**src/dsf_pkg.sv**
```systemverilog
// Purpose: constants and types shared by the diagnosis block formatter
// Assumes: octet fields as laid out on the wire, bit 0 first in each octet
// Notes:   offsets are byte addresses on the plain register port
package dsf_pkg;

  // selector codes in the upper two bits of a block's first octet
  localparam logic [1:0] SEL_DEVICE  = 2'h0;
  localparam logic [1:0] SEL_CHANNEL = 2'h2;

  // channel block length is implied, always three octets
  localparam logic [5:0] CHAN_BLOCK_LEN = 6'h03;

  // module status message fields
  localparam logic [6:0] STATUS_KIND_MODULE = 7'h02;
  localparam logic       ID_STATUS          = 1'h1;
  localparam logic [7:0] SLOT_BASIC_UNIT    = 8'h00;
  localparam logic [7:0] SPECIFIER_NONE     = 8'h00;
  localparam logic [5:0] MSTAT_HDR_LEN      = 6'h04;
  localparam logic [5:0] DEV_HDR_LEN        = 6'h01;

  // register offsets (byte addresses)
  localparam logic [7:0] OFS_CTRL     = 8'h00;
  localparam logic [7:0] OFS_STATUS   = 8'h04;
  localparam logic [7:0] OFS_IRQ_STAT = 8'h08;
  localparam logic [7:0] OFS_IRQ_EN   = 8'h0c;
  localparam logic [7:0] OFS_IRQ_CLR  = 8'h10;
  localparam logic [7:0] OFS_MODSTAT  = 8'h14;
  localparam logic [7:0] OFS_VENDOR   = 8'h18;
  localparam logic [7:0] OFS_CH_BASE  = 8'h40;

  // reset values
  localparam logic [31:0] CTRL_RESET   = 32'h0000_0000;
  localparam logic [31:0] IRQ_EN_RESET = 32'h0000_0000;

  // control bit positions
  localparam int CTRL_START = 0;
  localparam int CTRL_CLASS4 = 1;
  localparam int CTRL_VEND_EN = 2;
  localparam int CTRL_ALARM_ACK = 3;

  // interrupt bit positions
  localparam int IRQ_DONE  = 0;
  localparam int IRQ_ALARM = 1;

  // serializer states
  typedef enum logic [2:0] {
    ST_IDLE, ST_CHAN, ST_MSTAT, ST_DEVHDR, ST_VEND
  } dsf_state_t;

endpackage

```
**src/dsf_formatter.sv**
```systemverilog
// Contract
// - extended blocks follow the standard header
// - channel octet one: module, selector two
// - channel block is exactly three octets
// - one channel block per faulty channel
// - octet two: channel number and direction
// - octet three low bits: fault kind
// - octet three high bits: channel data type
// - device header: length with selector zero
// - plain slave may append vendor payload
// - alarm stays pending until master acknowledges
// - status message withdrawn when condition clears
// - module status sent by basic unit
// - module status kind value is two
// - identifier bit one marks status report
// - slot octet zero for basic unit
// - specifier bits zero, reserved bits zero
// - two-bit entry per module from octet five
// - module status only on class four
//
// Purpose: stream extended diagnosis blocks octet by octet
// Assumes: caller streams the standard header first, then starts us
// Notes:   register port: addr, wdata, wr, rd, rdata one cycle later
//
// Our own choices: the strobed register port and the register offsets.
`timescale 1ns/10ps
module dsf_formatter #(
  parameter int NCHAN = 8,   // channel table depth
  parameter int NMOD  = 8,   // modules in module status
  parameter int NVEND = 4    // vendor octets after device header
) (
  // clock and reset
  input  wire logic        clock,
  input  wire logic        rstn,
  // register port
  input  wire logic [7:0]  addr,
  input  wire logic [31:0] wdata,
  input  wire logic        wr,
  input  wire logic        rd,
  output logic      [31:0] rdata,
  // octet stream out
  output logic      [7:0]  tx_octet,
  output logic             tx_valid,
  output logic             tx_last,
  input  wire logic        tx_ready,
  // live status from the device
  input  wire logic        alarm_event,
  // interrupt
  output logic             irq
);

  localparam int MBYTES = (2 * NMOD + 7) / 8;  // entry octets
  localparam int CHW    = $clog2(NCHAN + 1);   // channel cursor width, one past the table

  // channel table: enable, module, channel, dir, fault, type
  logic [31:0] chan_reg [NCHAN];
  logic [31:0] ctrl_reg;                 // control bits
  logic [2*NMOD-1:0] modstat_reg;        // module entries, live
  logic [8*NVEND-1:0] vendor_reg;        // vendor payload
  logic [1:0]  irq_stat_reg;             // sticky events
  logic [1:0]  irq_en_reg;               // interrupt enables
  logic        alarm_reg;                // pending alarm
  logic        busy_reg;                 // stream active
  logic [31:0] rdata_reg;                // read data
  // state alias kept in package type
  typedef dsf_pkg::dsf_state_t dsf_fsm_t;
  dsf_fsm_t    state_reg;                // serializer state


  logic [$clog2(NCHAN+1)-1:0] ch_reg;    // channel cursor
  logic [5:0]  oc_reg;                   // octet cursor
  logic [7:0]  tx_octet_reg;
  logic        tx_valid_reg;
  logic        tx_last_reg;
  logic        done_pulse;               // stream finished

  // decode
  wire logic wr_ctrl  = wr && addr == dsf_pkg::OFS_CTRL;
  wire logic wr_en    = wr && addr == dsf_pkg::OFS_IRQ_EN;
  wire logic wr_clr   = wr && addr == dsf_pkg::OFS_IRQ_CLR;
  wire logic wr_mod   = wr && addr == dsf_pkg::OFS_MODSTAT;
  wire logic wr_vend  = wr && addr == dsf_pkg::OFS_VENDOR;
  wire logic wr_chan  = wr && addr >= dsf_pkg::OFS_CH_BASE &&
                        addr < dsf_pkg::OFS_CH_BASE + 8'(4 * NCHAN);
  wire logic [7:0] ch_waddr = (addr - dsf_pkg::OFS_CH_BASE) >> 2;
  wire logic start    = wr_ctrl && wdata[dsf_pkg::CTRL_START] && !busy_reg;
  wire logic ack      = wr_ctrl && wdata[dsf_pkg::CTRL_ALARM_ACK];
  wire logic class4   = ctrl_reg[dsf_pkg::CTRL_CLASS4];
  wire logic step     = !tx_valid_reg || tx_ready;  // output slot free

  // channel under the cursor
  wire logic [31:0] cur_ch = chan_reg[ch_reg[$clog2(NCHAN)-1:0]];
  wire logic        cur_on = ch_reg < NCHAN && cur_ch[31];
  logic [7:0] chan_octet;

  // channel encoder, one block at a time
  dsf_chan_enc u_chan (
    .module_num (cur_ch[5:0]),
    .chan_num   (cur_ch[11:6]),
    .direction  (cur_ch[13:12]),
    .fault_kind (cur_ch[18:14]),
    .data_kind  (cur_ch[21:19]),
    .index      (oc_reg[1:0]),
    .octet      (chan_octet)
  );

  // module status octets
  wire logic [5:0] mstat_len = 6'(4 + MBYTES);
  wire logic [7:0] mod_octet = 8'(modstat_reg >> (8 * (oc_reg - 6'h4)));
  wire logic [7:0] mstat_octet =
    (oc_reg == 6'h0) ? {dsf_pkg::SEL_DEVICE, mstat_len} :
    (oc_reg == 6'h1) ? {dsf_pkg::ID_STATUS, dsf_pkg::STATUS_KIND_MODULE} :
    (oc_reg == 6'h2) ? dsf_pkg::SLOT_BASIC_UNIT :
    (oc_reg == 6'h3) ? dsf_pkg::SPECIFIER_NONE :
                       mod_octet;

  // vendor device block: header counts itself
  wire logic [5:0] dev_len = 6'(1 + NVEND);
  wire logic [7:0] vend_octet = 8'(vendor_reg >> (8 * (oc_reg - 6'h1)));
  wire logic [7:0] dev_octet  = (oc_reg == 6'h0) ?
                                {dsf_pkg::SEL_DEVICE, dev_len} : vend_octet;

  // find next enabled channel at or after c
  function automatic logic [$clog2(NCHAN+1)-1:0] next_ch(input logic [$clog2(NCHAN+1)-1:0] c);
    logic [$clog2(NCHAN+1)-1:0] r;
    r = CHW'(NCHAN);
    for (int i = NCHAN - 1; i >= 0; i--) begin
      if (i >= c && chan_reg[i][31]) begin
        r = CHW'(i);
      end
    end
    return r;
  endfunction

  // register writes
  always_ff @(posedge clock or negedge rstn) begin
    if (!rstn) begin
      ctrl_reg    <= dsf_pkg::CTRL_RESET;
      irq_en_reg  <= 2'h0;
      modstat_reg <= '0;
      vendor_reg  <= '0;
      for (int i = 0; i < NCHAN; i++) begin
        chan_reg[i] <= 32'h0;
      end
    end else begin
      if (wr_ctrl) begin
        ctrl_reg <= {28'h0, 1'h0, wdata[2:1], 1'h0};  // start and ack self-clear
      end
      if (wr_en) begin
        irq_en_reg <= wdata[1:0];
      end
      // status follows its condition, no latch so it withdraws itself
      if (wr_mod) begin
        modstat_reg <= wdata[2*NMOD-1:0];
      end
      if (wr_vend) begin
        vendor_reg <= wdata[8*NVEND-1:0];
      end
      if (wr_chan) begin
        chan_reg[ch_waddr[$clog2(NCHAN)-1:0]] <= wdata;
      end
    end
  end

  // alarm pending and sticky interrupt bits; set beats clear
  always_ff @(posedge clock or negedge rstn) begin
    if (!rstn) begin
      alarm_reg    <= 1'h0;
      irq_stat_reg <= 2'h0;
    end else begin
      alarm_reg    <= alarm_event || (alarm_reg && !ack);
      irq_stat_reg <= {alarm_event, done_pulse} |
                      (irq_stat_reg & ~(wr_clr ? wdata[1:0] : 2'h0));
    end
  end

  // serializer: channel blocks, then module status or vendor block
  always_ff @(posedge clock or negedge rstn) begin
    if (!rstn) begin
      state_reg    <= dsf_pkg::ST_IDLE;
      busy_reg     <= 1'h0;
      ch_reg       <= '0;
      oc_reg       <= 6'h0;
      tx_octet_reg <= 8'h0;
      tx_valid_reg <= 1'h0;
      tx_last_reg  <= 1'h0;
      done_pulse   <= 1'h0;
    end else begin
      done_pulse <= 1'h0;
      if (step) begin
        tx_valid_reg <= 1'h0;
        tx_last_reg  <= 1'h0;
      end
      unique case (state_reg)
        dsf_pkg::ST_IDLE: begin
          if (start) begin
            busy_reg  <= 1'h1;
            ch_reg    <= next_ch('0);
            oc_reg    <= 6'h0;
            state_reg <= dsf_pkg::ST_CHAN;
          end
        end
        dsf_pkg::ST_CHAN: begin
          if (step) begin
            if (cur_on) begin
              tx_octet_reg <= chan_octet;
              tx_valid_reg <= 1'h1;
              if (oc_reg == 6'(dsf_pkg::CHAN_BLOCK_LEN - 6'h1)) begin
                oc_reg <= 6'h0;
                ch_reg <= next_ch(ch_reg + 1'b1);
              end else begin
                oc_reg <= oc_reg + 6'h1;
              end
            end else if (class4) begin
              state_reg <= dsf_pkg::ST_MSTAT;
            end else if (ctrl_reg[dsf_pkg::CTRL_VEND_EN]) begin
              state_reg <= dsf_pkg::ST_VEND;
            end else begin
              state_reg  <= dsf_pkg::ST_IDLE;
              busy_reg   <= 1'h0;
              done_pulse <= 1'h1;
            end
          end
        end
        dsf_pkg::ST_MSTAT: begin
          if (step) begin
            tx_octet_reg <= mstat_octet;
            tx_valid_reg <= 1'h1;
            if (oc_reg == mstat_len - 6'h1) begin
              tx_last_reg <= 1'h1;
              oc_reg      <= 6'h0;
              state_reg   <= dsf_pkg::ST_IDLE;
              busy_reg    <= 1'h0;
              done_pulse  <= 1'h1;
            end else begin
              oc_reg <= oc_reg + 6'h1;
            end
          end
        end
        dsf_pkg::ST_VEND, dsf_pkg::ST_DEVHDR: begin
          if (step) begin
            tx_octet_reg <= dev_octet;
            tx_valid_reg <= 1'h1;
            if (oc_reg == dev_len - 6'h1) begin
              tx_last_reg <= 1'h1;
              oc_reg      <= 6'h0;
              state_reg   <= dsf_pkg::ST_IDLE;
              busy_reg    <= 1'h0;
              done_pulse  <= 1'h1;
            end else begin
              oc_reg <= oc_reg + 6'h1;
            end
          end
        end
        default: state_reg <= dsf_pkg::ST_IDLE;
      endcase
    end
  end

  // read mux, answer one cycle after the strobe
  wire logic wr_chan_rd = addr >= dsf_pkg::OFS_CH_BASE &&
                          addr < dsf_pkg::OFS_CH_BASE + 8'(4 * NCHAN);
  wire logic [31:0] rd_mux =
    (addr == dsf_pkg::OFS_CTRL)     ? ctrl_reg :
    (addr == dsf_pkg::OFS_STATUS)   ? {30'h0, alarm_reg, busy_reg} :
    (addr == dsf_pkg::OFS_IRQ_STAT) ? {30'h0, irq_stat_reg} :
    (addr == dsf_pkg::OFS_IRQ_EN)   ? {30'h0, irq_en_reg} :
    (addr == dsf_pkg::OFS_MODSTAT)  ? 32'(modstat_reg) :
    (addr == dsf_pkg::OFS_VENDOR)   ? 32'(vendor_reg) :
    wr_chan_rd                      ? chan_reg[ch_waddr[$clog2(NCHAN)-1:0]] : 32'h0;

  // read data and interrupt register
  always_ff @(posedge clock or negedge rstn) begin
    if (!rstn) begin
      rdata_reg <= 32'h0;
      irq       <= 1'h0;
    end else begin
      rdata_reg <= rd ? rd_mux : 32'h0;
      irq       <= |(irq_stat_reg & irq_en_reg);
    end
  end

  assign rdata    = rdata_reg;
  assign tx_octet = tx_octet_reg;
  assign tx_valid = tx_valid_reg;
  assign tx_last  = tx_last_reg;

  // channel first octet carries selector two
  chk_chan_selector: assert property (@(posedge clock) disable iff (!rstn)
    state_reg == dsf_pkg::ST_CHAN && step && cur_on && oc_reg == 6'h0
    |=> tx_octet[7:6] == 2'h2 && tx_valid)
    else $error("channel selector wrong");
  // channel block never passes three octets
  chk_chan_length: assert property (@(posedge clock) disable iff (!rstn)
    state_reg == dsf_pkg::ST_CHAN |-> oc_reg < 6'h3)
    else $error("channel block too long");
  // alarm holds until acknowledged
  chk_alarm_hold: assert property (@(posedge clock) disable iff (!rstn)
    alarm_reg && !ack |=> alarm_reg)
    else $error("alarm dropped without ack");
  // module status second octet
  chk_mstat_kind: assert property (@(posedge clock) disable iff (!rstn)
    state_reg == dsf_pkg::ST_MSTAT && step && oc_reg == 6'h1 |=> tx_octet == 8'h82)
    else $error("module status kind wrong");
  // slot octet zero
  chk_mstat_slot: assert property (@(posedge clock) disable iff (!rstn)
    state_reg == dsf_pkg::ST_MSTAT && step && oc_reg == 6'h2 |=> tx_octet == 8'h00)
    else $error("slot not basic unit");
  // specifier octet zero
  chk_mstat_spec: assert property (@(posedge clock) disable iff (!rstn)
    state_reg == dsf_pkg::ST_MSTAT && step && oc_reg == 6'h3 |=> tx_octet == 8'h00)
    else $error("specifier not zero");
  // module status only on class four
  chk_class4_only: assert property (@(posedge clock) disable iff (!rstn)
    state_reg == dsf_pkg::ST_MSTAT |-> class4)
    else $error("module status without class four");
  // device header counts itself
  chk_dev_header: assert property (@(posedge clock) disable iff (!rstn)
    state_reg == dsf_pkg::ST_VEND && step && oc_reg == 6'h0
    |=> tx_octet == {2'h0, 6'(1 + NVEND)})
    else $error("device header wrong");

endmodule

```
**src/dsf_chan_enc.sv**
```systemverilog
// Purpose: encode one channel block as three octets
// Assumes: inputs steady while the octets are read
// Notes:   pure combinational, used once per channel in turn
`timescale 1ns/10ps
module dsf_chan_enc (
  // channel fields
  input  wire logic [5:0] module_num,
  input  wire logic [5:0] chan_num,
  input  wire logic [1:0] direction,
  input  wire logic [4:0] fault_kind,
  input  wire logic [2:0] data_kind,
  input  wire logic [1:0] index,
  // selected octet
  output logic      [7:0] octet
);

  // octet 1: module number under the channel selector
  wire logic [7:0] oct1 = {dsf_pkg::SEL_CHANNEL, module_num};
  // octet 2: channel number under the direction
  wire logic [7:0] oct2 = {direction, chan_num};
  // octet 3: fault kind under the data type
  wire logic [7:0] oct3 = {data_kind, fault_kind};

  // ascending order, fixed length of three
  assign octet = (index == 2'h0) ? oct1 : (index == 2'h1) ? oct2 : oct3;

endmodule

```
**config.mk**
```make
export PLATFORM = sky130hd
export DESIGN_NAME = dsf_formatter
export DESIGN_NICKNAME = d
export VERILOG_FILES = /design/src/dsf_pkg.sv /design/src/dsf_formatter.sv /design/src/dsf_chan_enc.sv
export SDC_FILE = /design/constraint.sdc
export NUM_CORES = 1
export LEC_CHECK = 0
export BUFFER_PORTS_ARGS = -buffer_cell sky130_fd_sc_hd__buf_2
export CORE_MARGIN = 2
export CORE_UTILIZATION = 39
export DETAILED_ROUTE_END_ITERATION = 8
export GPL_TIMING_DRIVEN = 1
export PLACE_DENSITY = 0.53
export SLEW_MARGIN = 20
export SYNTH_ARGS = -nofsm -noshare
export SYNTH_HDL_FRONTEND = slang
export SYNTH_HIERARCHICAL = 1
export SYNTH_SLANG_ARGS = --single-unit
export TNS_END_PERCENT = 1
```
**constraint.sdc**
```tcl
create_clock -name clock -period 3.3 [get_ports clock]
set_clock_uncertainty 0.2 [all_clocks]
set_input_delay 0.495 -clock clock [delete_from_list [all_inputs] [get_ports clock]]
set_output_delay 0.495 -clock clock [all_outputs]
set_load 0.01 [all_outputs]
```
==> reports/qor.csv <==
metric;value;unit
synth_cell_types;75;
p_clk_share;35.1;%
hold_violations;0;
seqPwrFrac;41.5;%
design_area;21900;µm²
critPathLaunchType;flip-flop;
cts_tree;built;
portBuffers;88;
place_inst;2012;
syn-cell-area;19000;µm²
synth-main-ff-cell;dfrtp_1;
clock_latency;0.58;ns
place.gp.congestion;0.891;
synth_seq_area_share;48.7;%
syn_inst;1355;
worst_slew_pin_slew;1.01;ns
synth-edff-count;0;
grt_overflow;0;
cts_max_level;2;
timing.rr.start;ch_reg[0];
cts_buffers;42;
slew_headroom;32.6;%
first_global_vias;12800;
comb_power_share;23.5;%
hold_class;primary input to flip-flop;
clkSlewWorstSetupHoldPaths;0.06;ns
r2r-end;ch_reg[0];
fin_util;45.7;%
fp.dieH;225;µm
num_io_pins;89;
finalWirelength;54700;µm
use_met3;3.64;%
fin_nets;1498;
report.final.slew_viol_count;0;
arrival;3.19;ns
fin_tns_setup;0;ns
switchingPower;0.00395;W
drtIter0Drc;1058;
final_cells;2090;
syn2layout_area_growth;15.3;%
ctsResizeCount;0;
row_count;80;
maxCapViolCount;0;
remaining_drc_errors;0;
p_leak;9.87;nW
cp_max_fo;14;
grt_pass1_wl;83500;µm
async_flop_share;100;%
cts_sinks;369;
largest_reg_flops;256;
core_area;47800;µm²
vdd_drop_max;0.310;mV
syn_nets;1409;
rrSetupSlack;0.42;ns
ys_ff_latch;369;
yosysWarningCount;6;
total_power;0.0135;W
hpwl;34600;µm
clock.fmax;347;MHz
worstHoldPathCells;2;
dieArea;50400;µm²
min_to;chan_reg[52];
hp-start;wdata[20];
drive_gt1_share;49.1;%
p_sw_share;29.3;%
worst_ep_required_time;3.61;ns
drt_pass1_iterations;5;
min_period;2.88;ns
rr_worst_depth;8;
syn_avg_cell_area;14.0;µm²
chipWidth;225;µm
grt_usage;22.3;%
setup_viol;0;
met1_usage;32.2;%
layout_common_cells;dfrtp_1, mux2_2, mux4_2, buf_2, nor2_1;
via_count;12200;
synth_top_cell_by_area;dfrtp_1;
wl_per_cell;26.2;µm
cp-end-kind;flip-flop;
grt_most_used_layer;met2;
internal_power;0.00951;W
grt_util_met2;34.4;%
cts_root_buf;clkbuf_16;
outcome;complete, no violations;
clockBufferDepth;3;
ys_top_cells_by_area;dfrtp_1, mux2_2, mux4_2;
rsz0062_at_grt;false;
antenna_found_initial;2;
placed_area;20500;µm²
fin_crit_sh;87.3;%
grt_max_degree;64;
via_per_inst;5.86;
start_util;39.6;%
yosysTopAreaCellShare;48.7;%
diodes;0;
power.density;615;nW/µm²
ant_nets;0;
crit_type;flip-flop to flip-flop;
layout_commonest_cell;dfrtp_1;
[final cells by class]
cell class	count	area [µm²]
clock inverters	16	134
inverters	13	48.8
multi-input cells	863	9230
fillers	4288	26000
flip-flops and latches	369	9240
clock buffers	59	1260
well taps	615	769
repair buffers	155	1190
[layer usage]
layer	wire length, µm	vias to the layer above
li1	-	5317
met1	25300	6510
met2	24900	328
met3	2840	89
met4	1600	4
met5	25	-
[cells in the mapped netlist (4+ instances only)]
cell type and number:
dfrtp_1 369, mux2_2 351, mux4_2 116, nor2_1 68
nand2_1 46, buf_2 42, mux2i_1 40, clkbuf_1 37
a21oi_1 30, buf_1 25, nand3_1 16, nor3_1 14
a222oi_1 13, inv_1 13, o21ai_0 13, nand2b_1 11
ha_1 8, and3_1 6, nor2b_1 6, o211ai_1 6
o21ai_1 6, o2bb2ai_1 6, or2_2 6, a21o_1 5
a31oi_1 5, nand3b_1 5, a211oi_1 4, and2_1 4
nor3b_1 4, or3_1 4
[worst max-delay path, stage by stage, from the launching register on]
cell and delay, ns:
dfrtp_4 0.62, buf_4 0.23, ha_1 0.27, xnor2_1 0.18, or3b_2 0.48, a311oi_1 0.33
o221ai_1 0.17, a31oi_1 0.18, buf_4 0.15
[through the flow]
| stage | setup WS (ns) | hold slack, ns |
|---|---|---|
| global route | 0.216 | 0.0816 |
| global placement | 0.406 | 0.218 |
| finish | 0.420 | 0.0761 |
| detailed placement | 0.379 | 0.219 |
| floorplan | 0.248 | -0.000591 |
| CTS | 0.406 | 0.0480 |
[how the worst max path moves through the flow]
stage	start	to	slack, ns	depth (start not counted)
after floorplan	oc_reg[0]	tx_octet[7]	0.25	9
after global placement	addr[5]	vendor_reg[5]	0.41	6
after detailed placement	addr[5]	vendor_reg[6]	0.38	6
after CTS	ch_reg[0]	ch_reg[0]	0.41	8
after global routing	ch_reg[0]	ch_reg[0]	0.22	9
final	ch_reg[0]	ch_reg[0]	0.42	8
[cells by family (layout without fill, tap and decap cells)]
kind of cell,Yosys count,after routing,share of synthesized area (%)
adders and majority gates,8,8,0.528
and+or+nand+nor,215,215,6.01
buffers and inverters,123,243,2.89
DFF,369,369,48.7
xor gates and xnor gates,3,3,0.139
AOI/OAI and AO/OA,130,130,5.03
muxes,507,507,36.7
[timing repair]
| item | 4_1_cts | 5_1_grt |
|---|---|---|
| hold buffers | 3 | 0 |
| setup buffers | 0 | 0 |
| endpoints found under the hold margin | 48 | 0 |
[power groups by stage]
stage	Combinational, W	Sequential, W	Clock, W
floorplan	0.00225	0.00548	0
global placement	0.00312	0.00563	0
detailed placement	0.00316	0.00565	0
CTS	0.00317	0.00558	0.00484
global route	0.00342	0.00566	0.00502
finish	0.00316	0.00558	0.00472
Power figures use the tool's default switching activity.
